`src/ring_engine_defs.svh`:
```
// Register offsets, field positions and values, and ring geometry of the ring engine.
`ifndef RING_ENGINE_DEFS_SVH
`define RING_ENGINE_DEFS_SVH

// ----------------------------------------------------------------
// Register byte offsets
// ----------------------------------------------------------------
`define OFS_QUEUE_SIZE 12'h000
`define OFS_QUEUE_PFN 12'h004
`define OFS_QUEUE_NOTIFY 12'h008
`define OFS_CAUSE 12'h00c
`define OFS_QUEUE_VECTOR 12'h010
`define OFS_CONFIG_VECTOR 12'h014
`define OFS_CONTROL 12'h018
`define OFS_STATUS 12'h01c

// ----------------------------------------------------------------
// Field positions and values
// ----------------------------------------------------------------
`define CTL_EVENT_IDX 0
`define CTL_MSIX_EN 1
`define CAUSE_QUEUE 0
`define CAUSE_CONFIG 6
`define AVAIL_NO_INTERRUPT 0
`define NO_VECTOR 16'hffff
`define OWN_QUEUE_NUMBER 16'h0000

// ----------------------------------------------------------------
// Ring geometry (queue size is a power of two, at most 32768)
// ----------------------------------------------------------------
`define QUEUE_SIZE 32'h0000_0100
`define DESC_BYTES 32'h0000_0010
`define PAGE_BYTES 32'h0000_1000
`define USED_ELEM_BYTES 32'h0000_0008

`endif

```
`src/ring_engine_pkg.sv`:
```
// Types shared by the ring engine: engine states.
package ring_engine_pkg;

  // ----------------------------------------------------------------
  // Engine states, one-hot
  // ----------------------------------------------------------------
  typedef enum logic [8:0] {
    ST_IDLE  = 9'b0_0000_0001,
    ST_AIDX  = 9'b0_0000_0010,
    ST_HEAD  = 9'b0_0000_0100,
    ST_SERVE = 9'b0_0000_1000,
    ST_UID   = 9'b0_0001_0000,
    ST_ULEN  = 9'b0_0010_0000,
    ST_UIDX  = 9'b0_0100_0000,
    ST_FLAGS = 9'b0_1000_0000,
    ST_EVENT = 9'b1_0000_0000
  } eng_state_t;

endpackage : ring_engine_pkg

```
`src/ring_engine.sv`:
```
// Descriptor-ring queue engine: APB registers, ring walker and interrupt decision.
// How it works
// Driver fills descriptor address, length, flags, next.
// Buffers hold elements, read-only before write-only.
// Driver writes heads at published index plus added.
// Free-running 16-bit index; entries visible once covered.
// Reported queue size is power of two.
// Doorbell write of queue number starts processing.
// Driver publishes index before reading suppression hints.
// Without event index, driver honours no-notify flag.
// With event index, driver uses wrapping compare.
// Write used entry first, then advance used index.
// Without event index, interrupt unless no-interrupt flag.
// With event index, interrupt when used crosses event.
// Legacy mode sets cause bit zero, raises interrupt.
// Message mode sends queue vector unless none.
// Reading cause register returns it and clears.
// Legacy handler ignores interrupt when bit zero clear.
// Message handler scans queues of fired vector.
// Driver rechecks ring after re-enabling interrupts.
// Config change sets cause bit six, interrupts.
// Driver scans queues even with config bit.
// Config change in message mode uses config vector.
// Doorbells while suppressed are always accepted.
// Available flags one means no interrupt wanted.
// Used entry pairs head id with written bytes.
// Private consumed count bounds fetches to published index.
`timescale 1ns/1ps
`include "ring_engine_defs.svh"

module ring_engine
  import ring_engine_pkg::*;
(
  // Clock and reset
  input wire logic pclk,
  input wire logic presetn,
  // APB slave
  input wire logic psel,
  input wire logic penable,
  input wire logic pwrite,
  input wire logic [11:0] paddr,
  input wire logic [31:0] pwdata,
  output logic [31:0] prdata,
  output logic pready,
  output logic pslverr,
  // Shared-memory master, request held until ack
  output logic mem_req,
  output logic mem_we,
  output logic [31:0] mem_addr,
  output logic [31:0] mem_wdata,
  output logic [3:0] mem_be,
  input wire logic mem_ack,
  input wire logic [31:0] mem_rdata,
  // Buffer hand-off to the device function
  output logic chain_valid,
  output logic [15:0] chain_head,
  input wire logic chain_done,
  input wire logic [31:0] chain_written,
  // Configuration change event from the device function
  input wire logic cfg_change,
  // Interrupt outputs
  output logic intx,
  output logic msix_req,
  output logic [15:0] msix_vector
);

  // ----------------------------------------------------------------
  // Storage
  // ----------------------------------------------------------------
  eng_state_t state_q, state_d;
  logic [31:0] pfn_q;          // Queue page frame number
  logic [15:0] qvec_q;         // Queue vector
  logic [15:0] cvec_q;         // Configuration vector
  logic [1:0] ctl_q;           // Event-index and message enables
  logic [7:0] cause_q, cause_d;
  logic kick_q;                // Doorbell seen, not yet served
  logic [15:0] last_avail_q;   // Private consumed count
  logic [15:0] avail_idx_q;    // Last published index read
  logic [15:0] used_idx_q;     // Device's used index
  logic [15:0] old_used_q;     // Used index before last update
  logic [15:0] head_q;         // Current chain head
  logic [31:0] wlen_q;         // Bytes written into current chain
  logic avail_flags_q;         // No-interrupt hint
  logic cfg_pend_q;            // Config message waiting its turn
  logic pready_q;
  logic [31:0] prdata_q;
  logic pslverr_q;
  logic mem_req_q, mem_we_q;
  logic [31:0] mem_addr_q, mem_wdata_q;
  logic [3:0] mem_be_q;
  logic chain_valid_q;
  logic intx_q, msix_req_q;
  logic [15:0] msix_vector_q;

  // ----------------------------------------------------------------
  // APB decode
  // ----------------------------------------------------------------
  // One wait state: data comes from a flop, so the access phase
  // always takes two cycles.
  wire apb_setup_done = psel & penable & ~pready_q;
  wire apb_fire = psel & penable & pready_q;
  wire apb_wr = apb_fire & pwrite;
  wire apb_rd = apb_fire & ~pwrite;
  wire hit_size = (paddr == `OFS_QUEUE_SIZE);
  wire hit_pfn = (paddr == `OFS_QUEUE_PFN);
  wire hit_notify = (paddr == `OFS_QUEUE_NOTIFY);
  wire hit_cause = (paddr == `OFS_CAUSE);
  wire hit_qvec = (paddr == `OFS_QUEUE_VECTOR);
  wire hit_cvec = (paddr == `OFS_CONFIG_VECTOR);
  wire hit_ctl = (paddr == `OFS_CONTROL);
  wire hit_stat = (paddr == `OFS_STATUS);
  wire hit_any = hit_size | hit_pfn | hit_notify | hit_cause | hit_qvec | hit_cvec
               | hit_ctl | hit_stat;
  // Read mux; the doorbell reads back as zero
  wire [31:0] rd_mux =
      hit_size ? `QUEUE_SIZE :
      hit_pfn ? pfn_q :
      hit_cause ? {24'h00_0000, cause_q} :
      hit_qvec ? {16'h0000, qvec_q} :
      hit_cvec ? {16'h0000, cvec_q} :
      hit_ctl ? {30'h0000_0000, ctl_q} :
      hit_stat ? {used_idx_q, last_avail_q} : 32'h0000_0000;
  // Doorbell for our queue; accepted whatever the hints say
  wire doorbell = apb_wr & hit_notify & (pwdata[15:0] == `OWN_QUEUE_NUMBER);
  wire cause_rd = apb_rd & hit_cause;

  // ----------------------------------------------------------------
  // Ring geometry
  // ----------------------------------------------------------------
  wire [15:0] qmask = 16'(`QUEUE_SIZE - 32'h1);
  wire [31:0] ring_base = {pfn_q[19:0], 12'h000};
  wire [31:0] avail_base = ring_base + `QUEUE_SIZE * `DESC_BYTES;
  wire [31:0] avail_end = avail_base + 32'h4 + 32'h2 * `QUEUE_SIZE + 32'h2;
  wire [31:0] used_base = (avail_end + `PAGE_BYTES - 32'h1) & ~(`PAGE_BYTES - 32'h1);
  wire [31:0] head_addr = avail_base + 32'h4 + {15'h0000, last_avail_q & qmask, 1'b0};
  wire [31:0] event_addr = avail_base + 32'h4 + 32'h2 * `QUEUE_SIZE;
  wire [31:0] elem_addr = used_base + 32'h4 + {13'h0000, used_idx_q & qmask, 3'b000};
  // Halfword picked from the word just returned
  wire [15:0] rd_half = mem_addr_q[1] ? mem_rdata[31:16] : mem_rdata[15:0];

  // ----------------------------------------------------------------
  // Memory request selection per state
  // ----------------------------------------------------------------
  wire st_mem = (state_q == ST_AIDX) | (state_q == ST_HEAD) | (state_q == ST_UID)
              | (state_q == ST_ULEN) | (state_q == ST_UIDX) | (state_q == ST_FLAGS)
              | (state_q == ST_EVENT);
  wire issue = st_mem & ~mem_req_q;
  wire done = mem_req_q & mem_ack;
  wire sel_we = (state_q == ST_UID) | (state_q == ST_ULEN) | (state_q == ST_UIDX);
  wire [31:0] sel_addr =
      (state_q == ST_HEAD) ? {head_addr[31:2], 2'b00} :
      (state_q == ST_UID) ? elem_addr :
      (state_q == ST_ULEN) ? elem_addr + 32'h4 :
      (state_q == ST_UIDX) ? used_base :
      (state_q == ST_EVENT) ? {event_addr[31:2], 2'b00} : avail_base;
  // Used entry pairs head id with bytes written
  wire [31:0] sel_wdata =
      (state_q == ST_UID) ? {16'h0000, head_q} :
      (state_q == ST_ULEN) ? wlen_q :
      {16'(used_idx_q + 16'h1), 16'h0000};
  // Index write touches only the upper half, flags stay zero
  wire [3:0] sel_be = (state_q == ST_UIDX) ? 4'b1100 : 4'b1111;

  // ----------------------------------------------------------------
  // Interrupt decision
  // ----------------------------------------------------------------
  // Same wrapping compare the driver uses for its side
  wire [15:0] ev_dist = 16'(used_idx_q - rd_half - 16'h1);
  wire [15:0] moved = 16'(used_idx_q - old_used_q);
  wire want_evt = (ev_dist < moved);
  wire want_flag = ~avail_flags_q;
  wire want_irq = (state_q == ST_EVENT) & done & (ctl_q[`CTL_EVENT_IDX] ? want_evt : want_flag);
  wire msix_on = ctl_q[`CTL_MSIX_EN];
  wire q_msg = want_irq & msix_on & (qvec_q != `NO_VECTOR);
  wire cfg_msg_ok = msix_on & (cvec_q != `NO_VECTOR);
  wire cfg_now = (cfg_change | cfg_pend_q) & cfg_msg_ok & ~q_msg;
  // A read clears only the bits it returned, so an event that lands
  // between capture and clear is not lost; a set always wins.
  always_comb begin
    cause_d = cause_rd ? (cause_q & ~prdata_q[7:0]) : cause_q;
    if (want_irq & ~msix_on) begin
      cause_d[`CAUSE_QUEUE] = 1'b1;
    end
    if (cfg_change & ~msix_on) begin
      cause_d[`CAUSE_CONFIG] = 1'b1;
    end
  end

  // ----------------------------------------------------------------
  // Engine next state
  // ----------------------------------------------------------------
  always_comb begin
    state_d = state_q;
    case (state_q)
      ST_IDLE: begin
        if (kick_q) begin
          state_d = ST_AIDX;
        end
      end
      // Only entries the published index covers are fetched
      ST_AIDX: begin
        if (done) begin
          state_d = (mem_rdata[31:16] != last_avail_q) ? ST_HEAD : ST_IDLE;
        end
      end
      ST_HEAD: begin
        if (done) begin
          state_d = ST_SERVE;
        end
      end
      ST_SERVE: begin
        if (chain_done) begin
          state_d = ST_UID;
        end
      end
      ST_UID: begin
        if (done) begin
          state_d = ST_ULEN;
        end
      end
      // Index advances only after the entry is in memory
      ST_ULEN: begin
        if (done) begin
          state_d = ST_UIDX;
        end
      end
      ST_UIDX: begin
        if (done) begin
          state_d = ST_FLAGS;
        end
      end
      ST_FLAGS: begin
        if (done) begin
          state_d = ST_EVENT;
        end
      end
      // Go round again: more may have been published meanwhile
      ST_EVENT: begin
        if (done) begin
          state_d = ST_AIDX;
        end
      end
      default: begin
        state_d = ST_IDLE;
      end
    endcase
  end

  // ----------------------------------------------------------------
  // APB registers and answer
  // ----------------------------------------------------------------
  always_ff @(posedge pclk or negedge presetn) begin
    if (!presetn) begin
      pfn_q <= 32'h0000_0000;
      qvec_q <= `NO_VECTOR;
      cvec_q <= `NO_VECTOR;
      ctl_q <= 2'b00;
      cause_q <= 8'h00;
      pready_q <= 1'b0;
      prdata_q <= 32'h0000_0000;
      pslverr_q <= 1'b0;
    end else begin
      pready_q <= apb_setup_done;
      prdata_q <= (apb_setup_done & ~pwrite) ? rd_mux : 32'h0000_0000;
      pslverr_q <= apb_setup_done & ~hit_any;
      cause_q <= cause_d;
      if (apb_wr & hit_pfn) begin
        pfn_q <= pwdata;
      end
      if (apb_wr & hit_qvec) begin
        qvec_q <= pwdata[15:0];
      end
      if (apb_wr & hit_cvec) begin
        cvec_q <= pwdata[15:0];
      end
      if (apb_wr & hit_ctl) begin
        ctl_q <= pwdata[1:0];
      end
    end
  end

  // ----------------------------------------------------------------
  // Engine registers
  // ----------------------------------------------------------------
  always_ff @(posedge pclk or negedge presetn) begin
    if (!presetn) begin
      state_q <= ST_IDLE;
      kick_q <= 1'b0;
      last_avail_q <= 16'h0000;
      avail_idx_q <= 16'h0000;
      used_idx_q <= 16'h0000;
      old_used_q <= 16'h0000;
      head_q <= 16'h0000;
      wlen_q <= 32'h0000_0000;
      avail_flags_q <= 1'b0;
      chain_valid_q <= 1'b0;
    end else begin
      state_q <= state_d;
      // A doorbell during a pass re-arms for one more look
      if (doorbell) begin
        kick_q <= 1'b1;
      end else if ((state_q == ST_AIDX) & done) begin
        kick_q <= 1'b0;
      end
      if ((state_q == ST_AIDX) & done) begin
        avail_idx_q <= mem_rdata[31:16];
      end
      if ((state_q == ST_HEAD) & done) begin
        head_q <= rd_half;
        last_avail_q <= 16'(last_avail_q + 16'h1);
        chain_valid_q <= 1'b1;
      end
      if ((state_q == ST_SERVE) & chain_done) begin
        wlen_q <= chain_written;
        chain_valid_q <= 1'b0;
      end
      if ((state_q == ST_UIDX) & done) begin
        old_used_q <= used_idx_q;
        used_idx_q <= 16'(used_idx_q + 16'h1);
      end
      if ((state_q == ST_FLAGS) & done) begin
        avail_flags_q <= mem_rdata[`AVAIL_NO_INTERRUPT];
      end
    end
  end

  // ----------------------------------------------------------------
  // Memory master
  // ----------------------------------------------------------------
  // Request is held with its fields until the ack edge
  always_ff @(posedge pclk or negedge presetn) begin
    if (!presetn) begin
      mem_req_q <= 1'b0;
      mem_we_q <= 1'b0;
      mem_addr_q <= 32'h0000_0000;
      mem_wdata_q <= 32'h0000_0000;
      mem_be_q <= 4'b0000;
    end else if (issue) begin
      mem_req_q <= 1'b1;
      mem_we_q <= sel_we;
      mem_addr_q <= (state_q == ST_HEAD) ? head_addr : sel_addr;
      mem_wdata_q <= sel_wdata;
      mem_be_q <= sel_be;
    end else if (done) begin
      mem_req_q <= 1'b0;
    end
  end

  // ----------------------------------------------------------------
  // Interrupt delivery
  // ----------------------------------------------------------------
  // Queue message wins a clash; the config message follows next cycle
  always_ff @(posedge pclk or negedge presetn) begin
    if (!presetn) begin
      intx_q <= 1'b0;
      msix_req_q <= 1'b0;
      msix_vector_q <= 16'h0000;
      cfg_pend_q <= 1'b0;
    end else begin
      intx_q <= (cause_d != 8'h00) & ~msix_on;
      msix_req_q <= q_msg | cfg_now;
      if (q_msg) begin
        msix_vector_q <= qvec_q;
      end else if (cfg_now) begin
        msix_vector_q <= cvec_q;
      end
      cfg_pend_q <= (cfg_change | cfg_pend_q) & cfg_msg_ok & q_msg;
    end
  end

  // ----------------------------------------------------------------
  // Outputs
  // ----------------------------------------------------------------
  assign prdata = prdata_q;
  assign pready = pready_q;
  assign pslverr = pslverr_q;
  assign mem_req = mem_req_q;
  assign mem_we = mem_we_q;
  assign mem_addr = mem_addr_q;
  assign mem_wdata = mem_wdata_q;
  assign mem_be = mem_be_q;
  assign chain_valid = chain_valid_q;
  assign chain_head = head_q;
  assign intx = intx_q;
  assign msix_req = msix_req_q;
  assign msix_vector = msix_vector_q;

endmodule : ring_engine

```
`config.mk`:
```
export PLATFORM = sky130hd
export DESIGN_NAME = ring_engine
export DESIGN_NICKNAME = d
export VERILOG_FILES = /design/src/ring_engine_pkg.sv /design/src/ring_engine.sv
export VERILOG_INCLUDE_DIRS = /design/src
export SDC_FILE = /design/constraint.sdc
export NUM_CORES = 1
export LEC_CHECK = 0
export BUFFER_PORTS_ARGS = -buffer_cell sky130_fd_sc_hd__buf_2
export CELL_PAD_IN_SITES_DETAIL_PLACEMENT = 0
export CELL_PAD_IN_SITES_GLOBAL_PLACEMENT = 2
export CORE_ASPECT_RATIO = 0.7
export CORE_MARGIN = 2
export CORE_UTILIZATION = 35
export CTS_CLUSTER_DIAMETER = 80
export CTS_CLUSTER_SIZE = 30
export DETAILED_ROUTE_END_ITERATION = 7
export PLACE_DENSITY = 0.82
export SLEW_MARGIN = 30
export SYNTH_ARGS = -nofsm -noshare
export SYNTH_HDL_FRONTEND = slang
export SYNTH_SLANG_ARGS = --single-unit
```
`constraint.sdc`:
```
create_clock -name pclk -period 6.2 [get_ports pclk]
set_clock_uncertainty 0.2 [all_clocks]
set_input_delay 1.24 -clock pclk [delete_from_list [all_inputs] [get_ports pclk]]
set_output_delay 1.24 -clock pclk [all_outputs]
set_load 0.05 [all_outputs]
```
==> results by group <==
Power
  • Peak supply drop: 0.0001397 V
  • Leakage power: 8.760 nW
  • Pwr Density: 187.3 mW/mm²

Run
  • Max-cap violations: 0

Place
  • Dpl ws: -0.06609 ns
  • GPL Wtd Cong: 0.8869
  • I/O Buffers: 253
  • Post-DP HPWL: 40.28 mm

Routing
  • Routed WL: 53.44 mm
  • Routed wire per std cell: 22.09 µm
  • First-pass DRT Iterations: 5
  • DR vias/cell: 5.310
  • DRC errors left: 0
  • First DRT Iteration DRCs: 1302
  • Antenna viol nets, final: 0
  • Via Count: 12850

STA
  • Final WS setup: 0.4600 ns
  • Final Hold Fails: 0
  • Count of pins over their slew limit: 0
  • Shortest period the worst path allows: 5.740 ns
  • Endpoints failing setup: 0
  • Slew headroom: 35.13%
  • Max frequency: 0.1742 GHz
  • Setup_tns: 0 ns
  • Worst-margin pin slew: 0.9709 ns
  • RSZ-0062 raised after global routing: false
  • Period utilization: 92.58%

Logic synthesis
  • Synth warn: 0
  • Cell accounting for the most synthesized area: dfrtp_1
  • Async SR Flop Fraction: 100.0%
  • Synthesized Nets: 1754
  • Post-Synthesis Cell Area: 0.01606 mm²
  • Top FF cell, synth: dfrtp_1
  • Synth cell types: 80
  • Post-Syn Instances: 1585
  • Synth top area share: 41.91%
  • Seq cells post-synth: 302
  • EDFF count, synth: 0
  • Sequential area share after synthesis: 47.31%
  • Main area contributors after synthesis: dfrtp_1 (42%), mux2_2 (9.3%), dfstp_2 (5.4%)
  • Syn avg cell area: 10.13 µm²

Clock network
  • CTS root buf: clkbuf_16
  • Worst-Skew Late Latency: 0.55 ns
  • Setup Buffers After CTS: 0
  • Clock Sinks: 302
  • H-Tree Depth: 1
  • CTS Buf Count: 17
  • Clock Tree Buf Depth: 3
  • CTS tree: built
  • Clk slew on worst S/H paths: 0.11 ns

Global routing
  • All-Layer GR Usage: 21.99%
  • Vias in the first global route: 12230
  • First-pass GRT wire length: 79.21 mm
  • Antenna violations before repair: 1
  • Remaining global-route overflow: 0
  • Largest net degree at the start of global routing: 129

Floorplanning
  • Std-Cell Rows: 65
  • Die H: 183.2 µm
  • Die Span X: 260.0 µm
  • Initial core utilization: 35.58%
  • DIE AREA: 0.04764 mm²
  • # IOs: 255
  • Core area: 0.04514 mm²

Cells and area
  • Fillers: 4498
  • Multi-input gate area: 0.007963 mm²
  • Area growth syn-to-layout: 16.23%
  • Area occupied by registers: 0.007600 mm²
  • Share of layout cells above drive strength 1: 28.15%
  • Nets: 1974

Min path
  • Hold Crit Class: flip-flop to flip-flop

Setup path
  • Worst setup EP type: flip-flop
  • Crit start category: flip-flop
  • CP max FO: 12
  • CP bufs+invs: 3
  • Worst stage delay on the critical path: 0.49 ns
  • Critical path type: flip-flop to flip-flop
  • Top cell by count, worst path: buf_4
  • Crit path max-delay cell type: dfrtp_2
  • Crit path DAT: 5.98 ns
  • Crit path required time: 6.44 ns
  • Crit-path cells: buf_4 -> mux2i_1 -> ha_1 -> nor2b_1 -> o21ai_0 -> a21boi_0 -> o21ai_0 -> a21oi_1 -> a41oi_1 -> mux2_2 -> nand4_1 -> ha_1 -> nand4_1 -> or3_1 -> a31oi_1 -> a2111oi_0 -> buf_4 -> o2111ai_1 -> nor2_1 -> buf_4 -> mux2_2
  • Worst path top cell family by delay: compound AO/OA/AOI/OAI gates

Status
  • Status: complete, no violations
area by class of cell:
type,instances,share of cell area [%]
multi-input cells,1150,42.66
flip-flops and latches,302,40.71
repair buffers,293,8.620
well taps,603,4.042
clock buffers,22,2.433
inverters,41,0.8245
clock inverters,7,0.6971
diodes,1,0.01341
what timing repair did:
action / 4_1_cts / 5_1_grt
hold buffers: 0 / 0
resized for setup: 0 / 1
endpoints found under the setup margin: 0 / 16
Yosys cell counts (13+ instances only):
cell	n
xor2_1	36
dfstp_2	33
nand3_1	37
a21oi_1	65
a22oi_1	39
mux2i_1	19
o31ai_1	13
inv_1	40
dfrtp_1	269
nor2_1	128
ha_1	51
and3_1	16
mux2_2	133
nor3_1	29
xnor2_1	88
clkbuf_1	66
nand2_1	172
nand4_1	21
o21ai_0	114
per-stage QoR:
step / area (µm²) / cells / power [mW] / util (%) / hold WS, ns
5_1_grt: 18670 / 2419 / 3.632 / 41.36 / 0.3062
2_1_floorplan: 16060 / 1585 / 2.069 / - / 0.2563
4_1_cts: 18630 / 2417 / 3.533 / 41.27 / 0.2840
3_5_place_dp: 18040 / 2388 / 2.187 / 39.98 / 0.2607
3_3_place_gp: 18030 / 2388 / 2.185 / 39.95 / 0.2541
6_report: 18670 / 2419 / 3.495 / 41.36 / 0.2791
report_power, final:
group / internal (mW) / leakage, nW / switching [mW]
clock: 0.567 / 0.277 / 0.779
combinational: 0.0622 / 4.49 / 0.115
sequential: 1.97 / 4.00 / 0.00129
registers in the layout (all words and copies together), names as in the netlist, 2 cells and up:
name and count:
used_idx_q 16, cvec_q 16, state_q 9, chain_head 16, mem_wdata 32, wlen_q 32, last_avail_q 16, mem_be 2
msix_vector 16, mem_addr 31, prdata 32, cause_q 8, ctl_q 2, pfn_q 32, qvec_q 16, old_used_q 16
cell usage in the layout, fill, tap and decap left out, types with 8 or more instances in the layout:
cell / n
nor3_1: 29
ha_1: 51
xnor2_1: 88
a22oi_1: 39
nand4_1: 21
a22o_1: 12
dfstp_2: 33
dfrtp_1: 268
mux2i_1: 19
mux2_2: 133
clkbuf_16: 17
nor2b_1: 11
nor2_1: 126
buf_4: 38
o21ai_0: 114
inv_1: 40
buf_2: 252
a21o_1: 12
o21a_1: 8
nand2b_1: 11
a21oi_1: 65
o31ai_1: 13
and3_1: 16
nor4_1: 9
nand3_1: 36
xor2_1: 36
nand2_1: 172
layer usage:
layer	vias up	track usage, %	wire, µm
met4	0	4.046	886
met5	-	0	0
li1	6025	-	-
met1	6369	34.66	26850
met2	407	30.98	22110
met3	44	4.132	3591
kinds of logic after synthesis:
logic type | after synthesis | share of synthesized area (%)
other | 1 | 0.02335
and+or+nand+nor | 493 | 14.90
DFF | 302 | 47.31
xor gates and xnor gates | 124 | 6.762
adders and majority gates | 53 | 4.222
buffers and inverters | 133 | 3.397
AOI/OAI and AO/OA | 325 | 12.73
muxes | 154 | 10.65
final timing paths:
check,start,endpoint,slack [ns],cells after the start
max,mem_addr[1]$_DFFE_PN0P_,msix_vector[3]$_DFFE_PN0P_,0.46,21
min,prdata[5]$_DFF_PN0_,cause_q[5]$_DFF_PN0_,0.28,1
max reg2reg,mem_addr[1]$_DFFE_PN0P_,msix_vector[3]$_DFFE_PN0P_,0.46,21
min reg2reg,prdata[5]$_DFF_PN0_,cause_q[5]$_DFF_PN0_,0.28,1
max in group asynchronous,presetn,pfn_q[18]$_DFFE_PN0P_,3.90,3
min in group asynchronous,presetn,mem_wdata[2]$_DFFE_PN0P_,0.41,1
Note: power is estimated with default switching activity, not from simulation.
